$ cat src/verilog/ddr3_cmd_pkg.sv
// shared types and constants for the ddr3 command pin block
package ddr3_cmd_pkg;

  localparam int ADDR_W = 16;
  localparam int BANK_W = 3;
  localparam int DQ_W   = 8;
  localparam int MR_NUM = 4;

  // op-code field positions inside the mode registers, then command address bit positions
  localparam int MR0_BL_LO   = 0;
  localparam int MR0_BL_HI   = 1;
  localparam logic [1:0] MR0_BL_OTF = 2'h1;
  localparam int MR1_RTT_A   = 2;
  localparam int MR1_RTT_B   = 6;
  localparam int MR1_RTT_C   = 9;
  localparam int MR1_TDQS    = 11;
  localparam int ADDR_AP     = 10;
  localparam int ADDR_BC     = 12;
  localparam int COL_HI      = 9;

  // burst beats and their length in link clock periods
  localparam int BEATS_BL8 = 8;
  localparam int BEATS_BC4 = 4;
  localparam logic [3:0] BURST_BL8_CK = 4'(BEATS_BL8 / 2);
  localparam logic [3:0] BURST_BC4_CK = 4'(BEATS_BC4 / 2);

  localparam logic [ADDR_W-1:0] MR_RESET = 16'h0000;
  localparam logic [7:0]        BANKS_IDLE = 8'h00;

  typedef enum logic [2:0] {
    CMD_NOP, CMD_MODE, CMD_REFRESH, CMD_PRECHARGE,
    CMD_ACTIVATE, CMD_WRITE, CMD_READ, CMD_ZQCAL
  } cmd_t;

  typedef enum logic [1:0] {
    PWR_ACTIVE, PWR_PRE_PD, PWR_ACT_PD, PWR_SELF_REF
  } pwr_t;

  typedef struct packed {
    logic              ck;
    logic              resetN;
    logic              cke;
    logic              csN;
    logic              rasN;
    logic              casN;
    logic              weN;
    logic              odt;
    logic [BANK_W-1:0] ba;
    logic [ADDR_W-1:0] addr;
    logic              dqs;
    logic              dm;
    logic [DQ_W-1:0]   dq;
  } pins_t;

  typedef struct packed {
    cmd_t              cmd;
    logic [BANK_W-1:0] bank;
    logic [ADDR_W-1:0] row;
    logic [COL_HI:0]   col;
    logic              autoPre;
    logic              allBanks;
    logic              burst8;
    logic [ADDR_W-1:0] opCode;
  } decoded_t;

endpackage : ddr3_cmd_pkg

$ cat src/verilog/pin_sync.sv
// two-flop synchroniser for a group of pins
`timescale 1ns/1ps
module pin_sync
  import ddr3_cmd_pkg::*;
#(
  parameter int W = 1
) (
  // clock and reset
  input  wire logic         clk,
  input  wire logic         rst_b,
  // data
  input  wire logic [W-1:0] d,
  output logic      [W-1:0] q
);

  logic [W-1:0] meta_q;
  logic [W-1:0] meta_d;
  logic [W-1:0] q_d;

  always_comb
  begin
    meta_d = d;
    q_d    = meta_q;
  end

  always_ff @(posedge clk)
  begin
    if (!rst_b)
    begin
      meta_q <= '0;
      q      <= '0;
    end
    else
    begin
      meta_q <= meta_d;
      q      <= q_d;
    end
  end

endmodule : pin_sync

$ cat src/verilog/mode_reg_file.sv
// four mode registers loaded by the load mode command
`timescale 1ns/1ps
module mode_reg_file
  import ddr3_cmd_pkg::*;
(
  // clock and reset
  input  wire logic                           clk,
  input  wire logic                           rst_b,
  input  wire logic                           clear,
  // write port
  input  wire logic                           wrEn,
  input  wire logic [1:0]                     wrSel,
  input  wire logic [ADDR_W-1:0]              wrData,
  // registered contents
  output logic      [MR_NUM-1:0][ADDR_W-1:0]  modeRegs
);

  logic [MR_NUM-1:0][ADDR_W-1:0] regs_d;

  always_comb
  begin
    regs_d = modeRegs;
    if (clear)
      regs_d = {MR_NUM{MR_RESET}};
    else if (wrEn)
      regs_d[wrSel] = wrData;
  end

  always_ff @(posedge clk)
  begin
    if (!rst_b)
      modeRegs <= {MR_NUM{MR_RESET}};
    else
      modeRegs <= regs_d;
  end

endmodule : mode_reg_file

$ cat src/verilog/ddr3_cmd_pins.sv
// ddr3 device command, address and control pin logic
`timescale 1ns/1ps
module ddr3_cmd_pins
  import ddr3_cmd_pkg::*;
(
  // clock and reset
  input  wire logic              clk,
  input  wire logic              rst_b,
  // device pins from the controller
  input  wire pins_t             pinsIn,
  // read data from the array
  input  wire logic [DQ_W-1:0]   rdData,
  // strobe and data toward the controller
  output logic                   dqsOut,
  output logic                   dqsOe,
  output logic [DQ_W-1:0]        dqOut,
  output logic                   dqOe,
  // decoded commands
  output logic                   cmdValid,
  output decoded_t               cmdOut,
  // accepted write beats
  output logic                   wrValid,
  output logic [DQ_W-1:0]        wrData,
  // status
  output pwr_t                   pwrState,
  output logic [7:0]             bankOpen,
  output logic                   termOn,
  output logic                   tdqsOn,
  output logic [MR_NUM-1:0][ADDR_W-1:0] modeRegs
);

  pins_t pins;

  pin_sync #(.W($bits(pins_t))) syncPins (
    .clk   (clk),
    .rst_b (rst_b),
    .d     (pinsIn),
    .q     (pins)
  );

  logic        ckPrev_q;
  logic        dqsPrev_q;
  logic        ckRise;
  logic        ckEdge;
  logic        dqsEdge;
  logic        devReset;
  logic        mrWrite;
  cmd_t        cmd;
  pwr_t        pwr_q, pwr_d;
  logic [7:0]  bank_q, bank_d;
  logic        cmdValid_d;
  decoded_t    cmdOut_d;
  logic [3:0]  rdCnt_q, rdCnt_d;
  logic [3:0]  wrCnt_q, wrCnt_d;
  logic        dqsOut_d, dqOe_d;
  logic [DQ_W-1:0] dqOut_d;
  logic        wrValid_d;
  logic [DQ_W-1:0] wrData_d;
  logic        termOn_d;
  logic        otfChop, rttOff, maskOff, burst8, decodeOn, allIdle;

  // reset pin clears state with no link clock edge needed
  assign devReset = !pins.resetN;
  assign ckRise   = pins.ck && !ckPrev_q;
  assign ckEdge   = pins.ck != ckPrev_q;
  assign dqsEdge  = pins.dqs != dqsPrev_q;
  assign allIdle  = bank_q == BANKS_IDLE;
  assign otfChop  = modeRegs[0][MR0_BL_HI:MR0_BL_LO] == MR0_BL_OTF;
  assign rttOff   = !(modeRegs[1][MR1_RTT_A] || modeRegs[1][MR1_RTT_B] || modeRegs[1][MR1_RTT_C]);
  assign maskOff  = modeRegs[1][MR1_TDQS];
  assign tdqsOn   = maskOff;
  // chop sampled from a12 only when enabled
  assign burst8   = !otfChop || pins.addr[ADDR_BC];
  // decoder only sees pins while fully powered
  assign decodeOn = ckRise && pwr_q == PWR_ACTIVE && pins.cke;
  assign mrWrite  = decodeOn && cmd == CMD_MODE;
  assign dqsOe    = rdCnt_q != 4'h0;

  always_comb
  begin
    cmd = CMD_NOP;
    // chip select high masks the command
    if (!pins.csN)
    begin
      case ({pins.rasN, pins.casN, pins.weN})
        3'b000:  cmd = CMD_MODE;
        3'b001:  cmd = CMD_REFRESH;
        3'b010:  cmd = CMD_PRECHARGE;
        3'b011:  cmd = CMD_ACTIVATE;
        3'b100:  cmd = CMD_WRITE;
        3'b101:  cmd = CMD_READ;
        3'b110:  cmd = CMD_ZQCAL;
        default: cmd = CMD_NOP;
      endcase
    end
  end

  // op-code into register picked by bank inputs
  mode_reg_file modeFile (
    .clk      (clk),
    .rst_b    (rst_b),
    .clear    (devReset),
    .wrEn     (mrWrite),
    .wrSel    (pins.ba[1:0]),
    .wrData   (pins.addr),
    .modeRegs (modeRegs)
  );

  // command, bank and power state
  always_comb
  begin
    pwr_d      = pwr_q;
    bank_d     = bank_q;
    cmdValid_d = 1'b0;
    cmdOut_d   = cmdOut;
    if (devReset)
    begin
      pwr_d  = PWR_ACTIVE;
      bank_d = BANKS_IDLE;
    end
    else
    begin
      case (pwr_q)
        PWR_ACTIVE:
        begin
          if (decodeOn && cmd != CMD_NOP)
          begin
            cmdValid_d        = 1'b1;
            cmdOut_d.cmd      = cmd;
            // bank inputs name the target bank
            cmdOut_d.bank     = pins.ba;
            // row on activate, column on read or write
            cmdOut_d.row      = pins.addr;
            cmdOut_d.col      = pins.addr[COL_HI:0];
            cmdOut_d.autoPre  = pins.addr[ADDR_AP] && (cmd == CMD_READ || cmd == CMD_WRITE);
            cmdOut_d.allBanks = pins.addr[ADDR_AP] && cmd == CMD_PRECHARGE;
            cmdOut_d.burst8   = burst8;
            cmdOut_d.opCode   = pins.addr;
            case (cmd)
              CMD_ACTIVATE:  bank_d[pins.ba] = 1'b1;
              CMD_PRECHARGE:
              begin
                if (pins.addr[ADDR_AP])
                  bank_d = BANKS_IDLE;
                else
                  bank_d[pins.ba] = 1'b0;
              end
              CMD_READ, CMD_WRITE:
              begin
                if (pins.addr[ADDR_AP])
                  bank_d[pins.ba] = 1'b0;
              end
              default: bank_d = bank_q;
            endcase
          end
          // cke registered low picks low-power state
          if (ckRise && !pins.cke)
          begin
            if (!pins.csN && cmd == CMD_REFRESH && allIdle)
              pwr_d = PWR_SELF_REF;
            else if (allIdle)
              pwr_d = PWR_PRE_PD;
            else
              pwr_d = PWR_ACT_PD;
          end
        end
        PWR_PRE_PD, PWR_ACT_PD:
        begin
          // power-down exit on a clock edge
          if (ckRise && pins.cke)
            pwr_d = PWR_ACTIVE;
        end
        PWR_SELF_REF:
        begin
          // self refresh exit without a clock edge
          if (pins.cke)
            pwr_d = PWR_ACTIVE;
        end
        default: pwr_d = PWR_ACTIVE;
      endcase
    end
  end

  // read strobe, termination and write capture
  always_comb
  begin
    rdCnt_d   = rdCnt_q;
    wrCnt_d   = wrCnt_q;
    dqsOut_d  = 1'b0;
    dqOe_d    = 1'b0;
    dqOut_d   = dqOut;
    wrValid_d = 1'b0;
    wrData_d  = wrData;
    termOn_d  = termOn;
    if (devReset)
    begin
      rdCnt_d  = 4'h0;
      wrCnt_d  = 4'h0;
      termOn_d = 1'b0;
    end
    else
    begin
      if (decodeOn && cmd == CMD_READ)
        rdCnt_d = burst8 ? BURST_BL8_CK : BURST_BC4_CK;
      else if (ckRise && rdCnt_q != 4'h0)
        rdCnt_d = rdCnt_q - 4'h1;
      if (decodeOn && cmd == CMD_WRITE)
        wrCnt_d = burst8 ? 4'(BEATS_BL8) : 4'(BEATS_BC4);
      // strobe follows link clock, data edge aligned
      // burst window opens on the command rise and closes on the last counted rise
      if (rdCnt_d != 4'h0)
      begin
        dqsOut_d = pins.ck;
        dqOe_d   = 1'b1;
        if (ckEdge)
          dqOut_d = rdData;
      end
      // write beat taken on each incoming strobe edge
      if (dqsEdge && wrCnt_q != 4'h0 && !(decodeOn && cmd == CMD_WRITE))
      begin
        wrCnt_d = wrCnt_q - 4'h1;
        // masked beats dropped unless mask pin is repurposed
        if (!(pins.dm && !maskOff))
        begin
          wrValid_d = 1'b1;
          wrData_d  = pins.dq;
        end
      end
      // odt registered on clock edge, ignored when disabled
      if (rttOff)
        termOn_d = 1'b0;
      else if (ckRise && pwr_q != PWR_SELF_REF)
        termOn_d = pins.odt;
    end
  end

  always_ff @(posedge clk)
  begin
    if (!rst_b)
    begin
      ckPrev_q  <= 1'b0;
      dqsPrev_q <= 1'b0;
      pwr_q     <= PWR_ACTIVE;
      bank_q    <= BANKS_IDLE;
      cmdValid  <= 1'b0;
      cmdOut    <= '0;
      rdCnt_q   <= 4'h0;
      wrCnt_q   <= 4'h0;
      dqsOut    <= 1'b0;
      dqOe      <= 1'b0;
      dqOut     <= '0;
      wrValid   <= 1'b0;
      wrData    <= '0;
      termOn    <= 1'b0;
    end
    else
    begin
      ckPrev_q  <= pins.ck;
      dqsPrev_q <= pins.dqs;
      pwr_q     <= pwr_d;
      bank_q    <= bank_d;
      cmdValid  <= cmdValid_d;
      cmdOut    <= cmdOut_d;
      rdCnt_q   <= rdCnt_d;
      wrCnt_q   <= wrCnt_d;
      dqsOut    <= dqsOut_d;
      dqOe      <= dqOe_d;
      dqOut     <= dqOut_d;
      wrValid   <= wrValid_d;
      wrData    <= wrData_d;
      termOn    <= termOn_d;
    end
  end

  assign pwrState = pwr_q;
  assign bankOpen = bank_q;

  cs_mask_a: assert property (@(posedge clk) disable iff (!rst_b)
    ckRise && pins.csN |=> !cmdValid) else $error("command accepted with chip select high");

  pre_all_a: assert property (@(posedge clk) disable iff (!rst_b)
    decodeOn && cmd == CMD_PRECHARGE && pins.addr[ADDR_AP] && !devReset |=> bankOpen == BANKS_IDLE)
    else $error("precharge all left a bank open");

  act_bank_a: assert property (@(posedge clk) disable iff (!rst_b)
    decodeOn && cmd == CMD_ACTIVATE && !devReset |=> bankOpen[cmdOut.bank] && cmdOut.cmd == CMD_ACTIVATE)
    else $error("activate did not open the addressed bank");

  sr_exit_a: assert property (@(posedge clk) disable iff (!rst_b)
    pwr_q == PWR_SELF_REF && pins.cke |=> pwrState == PWR_ACTIVE)
    else $error("self refresh exit not taken without clock");

  pd_quiet_a: assert property (@(posedge clk) disable iff (!rst_b)
    pwr_q != PWR_ACTIVE |=> !cmdValid) else $error("command decoded in low power state");

  odt_off_a: assert property (@(posedge clk) disable iff (!rst_b)
    rttOff |=> !termOn) else $error("termination on while disabled");

  mask_drop_a: assert property (@(posedge clk) disable iff (!rst_b)
    dqsEdge && wrCnt_q != 4'h0 && pins.dm && !maskOff |=> !wrValid)
    else $error("masked write beat accepted");

  bc4_len_a: assert property (@(posedge clk) disable iff (!rst_b)
    decodeOn && cmd == CMD_READ && otfChop && !pins.addr[ADDR_BC] && !devReset |=> rdCnt_q == BURST_BC4_CK)
    else $error("chopped read has wrong length");

  apd_entry_a: assert property (@(posedge clk) disable iff (!rst_b)
    pwr_q == PWR_ACTIVE && ckRise && !pins.cke && !allIdle && !devReset |=> pwrState == PWR_ACT_PD)
    else $error("active power-down not entered");

endmodule : ddr3_cmd_pins

$ cat config.mk
export PLATFORM = sky130hd
export DESIGN_NAME = ddr3_cmd_pins
export DESIGN_NICKNAME = d
export VERILOG_FILES = /design/src/verilog/ddr3_cmd_pkg.sv /design/src/verilog/pin_sync.sv /design/src/verilog/mode_reg_file.sv /design/src/verilog/ddr3_cmd_pins.sv
export SDC_FILE = /design/constraint.sdc
export NUM_CORES = 1
export LEC_CHECK = 0
export ABC_AREA = 1
export BUFFER_PORTS_ARGS = -buffer_cell sky130_fd_sc_hd__buf_2
export CAP_MARGIN = 20
export CORE_MARGIN = 1
export CORE_UTILIZATION = 30
export CTS_BUF_LIST = sky130_fd_sc_hd__clkbuf_16
export CTS_CLUSTER_DIAMETER = 200
export DETAILED_ROUTE_END_ITERATION = 8
export GPL_TIMING_DRIVEN = 1
export SETUP_SLACK_MARGIN = 0.02
export SLEW_MARGIN = 20
export SYNTH_ARGS = -nofsm -noshare
export SYNTH_HDL_FRONTEND = slang
export SYNTH_HIERARCHICAL = 1
export SYNTH_SLANG_ARGS = --single-unit
$ cat constraint.sdc
create_clock -name clk -period 2.5 [get_ports clk]
set_clock_uncertainty 0.15 [all_clocks]
set_input_delay 0.25 -clock clk [delete_from_list [all_inputs] [get_ports clk]]
set_output_delay 0.25 -clock clk [all_outputs]
set_load 0.005 [all_outputs]
==> results.md <==
- The most frequent standard cell in the layout excluding fill and tap cells is nand2_1.
- The number of buffers and inverters on the critical path is 4.
- The flow ran to the end, but the final reports show violations.
- The cell area after layout is 0.0105 mm^2.
- The total half-perimeter wirelength after legalization and detailed placement is 14.9 mm.
- The number of antenna violations at the first check in global routing is 0.
- The leakage power figure is 5.78 nW.
- The area added between synthesis and finish is 30.3%.
- By instance count, the cell type seen most on the critical path is nand2_1.
- The number of I/O pins is 195.
- The number of buffers added on ports is 194.
- In this run the number of H-tree levels came out at 1.
- The number of global-route vias before repair is 6604.
- The maximum fanout count along the critical path is 9.
- The total count of hold-check failures in the final report is 0.
- The share of synthesized area occupied by flip-flops and latches is 50.5%.
- Traced cell by cell, the critical path runs through inv_1 -> ha_1 -> inv_1 -> nor2_2 -> nand2_1 -> nand2_1 -> nand2_1 -> inv_1 -> nand2_1 -> nand2_4 -> nand2_2 -> inv_2 -> nand2_1 -> a21oi_1.
- The number of antenna repair diodes is 0.
- The data arrival at the endpoint of the critical path is 2.51 ns.
- Static timing analysis puts the maximum clock frequency at 449 MHz.
- The number of placed cells counting well taps is 1589.
- The final number of max-transition violations came to 0.
- Max-cap violations in this run came to 0.
- The number of nets in the synthesized netlist is 1171.
- Setup repair after global routing left no endpoint under its margin.
- The required arrival time at the worst endpoint is 2.79 ns.
- After detailed routing, the number of remaining DRC violations is 14.
- Summing all placed instances gives a cell area of 0.00917 mm^2.
- The kind of path behind the tightest hold check is flop to flop.
- The initial detailed-routing violation count is 406.
- The checks that failed: design-rule violations.
- The netlist area before placement is 0.00809 mm^2.
- The count of cell types in the netlist is 32.
- After detailed routing, the number of vias per cell comes to 4.16.
- The filler cell count is 2750.
- For this run, the number of Yosys warnings is 6.
- The worst setup path is of the flop to flop kind.
- After technology mapping, the gate count stands at 1115.
- STA classifies the critical path startpoint as a flop.
- Synthesis inferred 204 register bits.
- The total of endpoints with negative setup slack in the final report is 0.
- A synthesized cell averages 7.25 um^2.
- The number of buffers inserted to repair setup after CTS is 0.
- After detailed routing, the average wire length per cell comes to 12.9 um.
- For this design, the slowest cell found on the critical path is dfxtp_1.
- The global-route congestion overflow total is 0.
- The kind of cell adding the most delay to the critical path is simple AND/OR/NAND/NOR gates.
- The post-route netlist has 19.7% of its cells at a drive strength greater than 1.
- The number of search-and-repair iterations in the first detailed-routing pass is 8.
- The number of CTS-inserted buffers is 23.
- In the layout the commonest cells are 261 x nand2_1, 204 x dfxtp_1, 197 x inv_1.
- The transition at the pin with the smallest max-transition slack is 0.549 ns.
- For this block, the routed nets add up to 21.7 mm of wire.
- The smallest clock period supported by the final layout is computed as 2.23 ns.
- The worst path uses 89.0% of the clock period.
- The initialized floorplan defines 59 standard-cell rows.
- IR analysis of the VDD net gives a maximum drop of 0.000268 V.
- The region available for standard cell placement spans 0.0263 mm^2.
- At the end of the flow, the number of nets in the layout was 1394.
- The clock net in this run drives a total of 204 sinks.
- The worst slew margin relative to its limit is 63.1%.
- Once detail routing completed, the nets flagged for antenna violations numbered 0.
- The overall via count from detail_route is 7021.
- The buffer cell driving the clock tree root is clkbuf_16.
- The first global-routing pass estimated 34.6 mm of wire.
- The die outline area is 0.0276 mm^2.
- Clock-pin slew was measured on the worst setup and hold paths at 0.06 ns.
- At the end of routability-driven placement, the weighted congestion stood at 0.822.
- The post-layout instance count excluding filler cells is 1689.
- The global-route usage over all layers is 15.6%.
- Dividing total power by cell area gives a power density of 677 mW/mm^2.
- The pin count of the biggest net entering global routing is 79.
- The die boundary height is 166 um.
- The critical path capture point type is a flop.
- For this configuration, the core starts out at a cell density of 30.8%.
- The clock tree from TritonCTS is done.
- The flip-flop and latch area is 0.00408 mm^2.
- For the worst-skew pair, the clock arrives at the later sink with an insertion delay of 0.51 ns.
- For this run, the slowest stage of the critical path takes 0.37 ns.
- Measured along the x axis, the die boundary spans 166 um.
- Summing all multi-input logic gate instances after layout gives 0.00280 mm^2.
- The clock tree buffer depth is 3.
- The total negative slack for setup checks is 0 ns.
==> metal layers <==
metal | vias up | track usage, % | wire length [um]
li1 | 3742 | - | -
met1 | 3083 | 20.1 | 10100
met2 | 172 | 26.7 | 10100
met3 | 24 | 3.50 | 1250
met4 | 0 | 3.21 | 240
met5 | - | 0 | 0
==> through the flow <==
| step | hold WS (ns) | setup WS, ns | utilization [%] | power (mW) |
|---|---|---|---|---|
| floorplan | 0.198 | 0.547 | - | 3.56 |
| global placement | 0.242 | 0.292 | 34.9 | 3.66 |
| detailed placement | 0.247 | 0.258 | 34.9 | 3.66 |
| CTS | 0.262 | 0.235 | 40.1 | 7.24 |
| global route | 0.277 | 0.0224 | 40.1 | 7.44 |
| finish | 0.261 | 0.275 | 40.1 | 7.14 |
==> tightest hold or removal path, delay by kind of cell (launching register included) <==
kind / cells / cell delay [ns]
and+or+nand+nor: 1 / 0.04
DFF: 1 / 0.30
buffers and inverters: 1 / 0.04
==> power by group <==
| group | leakage, nW | total, mW | internal, mW | switching [mW] |
|---|---|---|---|---|
| logic | 3.73 | 0.300 | 0.141 | 0.158 |
| registers | 1.66 | 3.36 | 3.31 | 0.0499 |
| clock network | 0.392 | 3.48 | 2.10 | 1.38 |
==> sequential cells by signal, indices dropped and copies added (netlist names) <==
register           count
modeFile/modeRegs     64
syncPins/meta_q       37
syncPins/q            37
cmdOut                25
bankOpen               8
dqOut                  8
wrData                 8
rdCnt_q                4
wrCnt_q                4
pwrState               2
ckPrev_q               1
cmdValid               1
dqOe                   1
dqsOut                 1
dqsPrev_q              1
termOn                 1
wrValid                1
==> worst paths after layout <==
check                           from             to  slack, ns  cells after the start
setup reg to reg      syncPins/q[30]    bankOpen[1]       0.27                     14
hold / removal    syncPins/meta_q[2]  syncPins/q[2]       0.26                      2
setup / recovery      syncPins/q[30]    bankOpen[1]       0.27                     14
hold reg to reg   syncPins/meta_q[2]  syncPins/q[2]       0.26                      2
==> area by class of cell <==
type | instances | share of cell area [%]
Multi-Input combinational cell | 640 | 26.6
Tap cell | 335 | 3.98
Clock buffer | 23 | 5.46
Timing Repair Buffer | 268 | 16.1
Inverter | 201 | 7.16
Clock inverter | 18 | 1.89
Sequential cell | 204 | 38.8
==> Yosys cell counts (all sizes together) <==
master	instances	area, um^2
nand4	3	18.8
nor2	200	773
xnor2	2	17.5
o31ai	2	15.0
inv	200	751
nor3	8	40.0
clkbuf	8	30.0
nand2	265	1000
nor4	1	6.26
nor3b	1	7.51
o211ai	1	7.51
a22oi	1	7.51
buf	62	432
nand3	54	293
a21oi	49	257
o21ai	39	195
ha	9	113
clkinv	1	3.75
o22ai	1	6.26
o21bai	2	15.0
or2	2	12.5
dfxtp	204	4080
==> cells by family (layout without fill, tap and decap cells) <==
logic type      count (synthesis)  count (layout)  synth area share (%)
fa+ha+maj                       9               9                  1.39
buf+inv                       271             510                  15.0
compound gates                 95              95                  6.22
xor+xnor                        2               2                 0.217
simple gates                  534             534                  26.7
flops                         204             204                  50.5
==> timing repair <==
item                                   CTS  global route
gates resized for setup                  0             1
endpoints found under the hold margin   46             0
hold buffers                            59             0
setup endpoints to repair                0             2
Power figures use the tool's default switching activity.
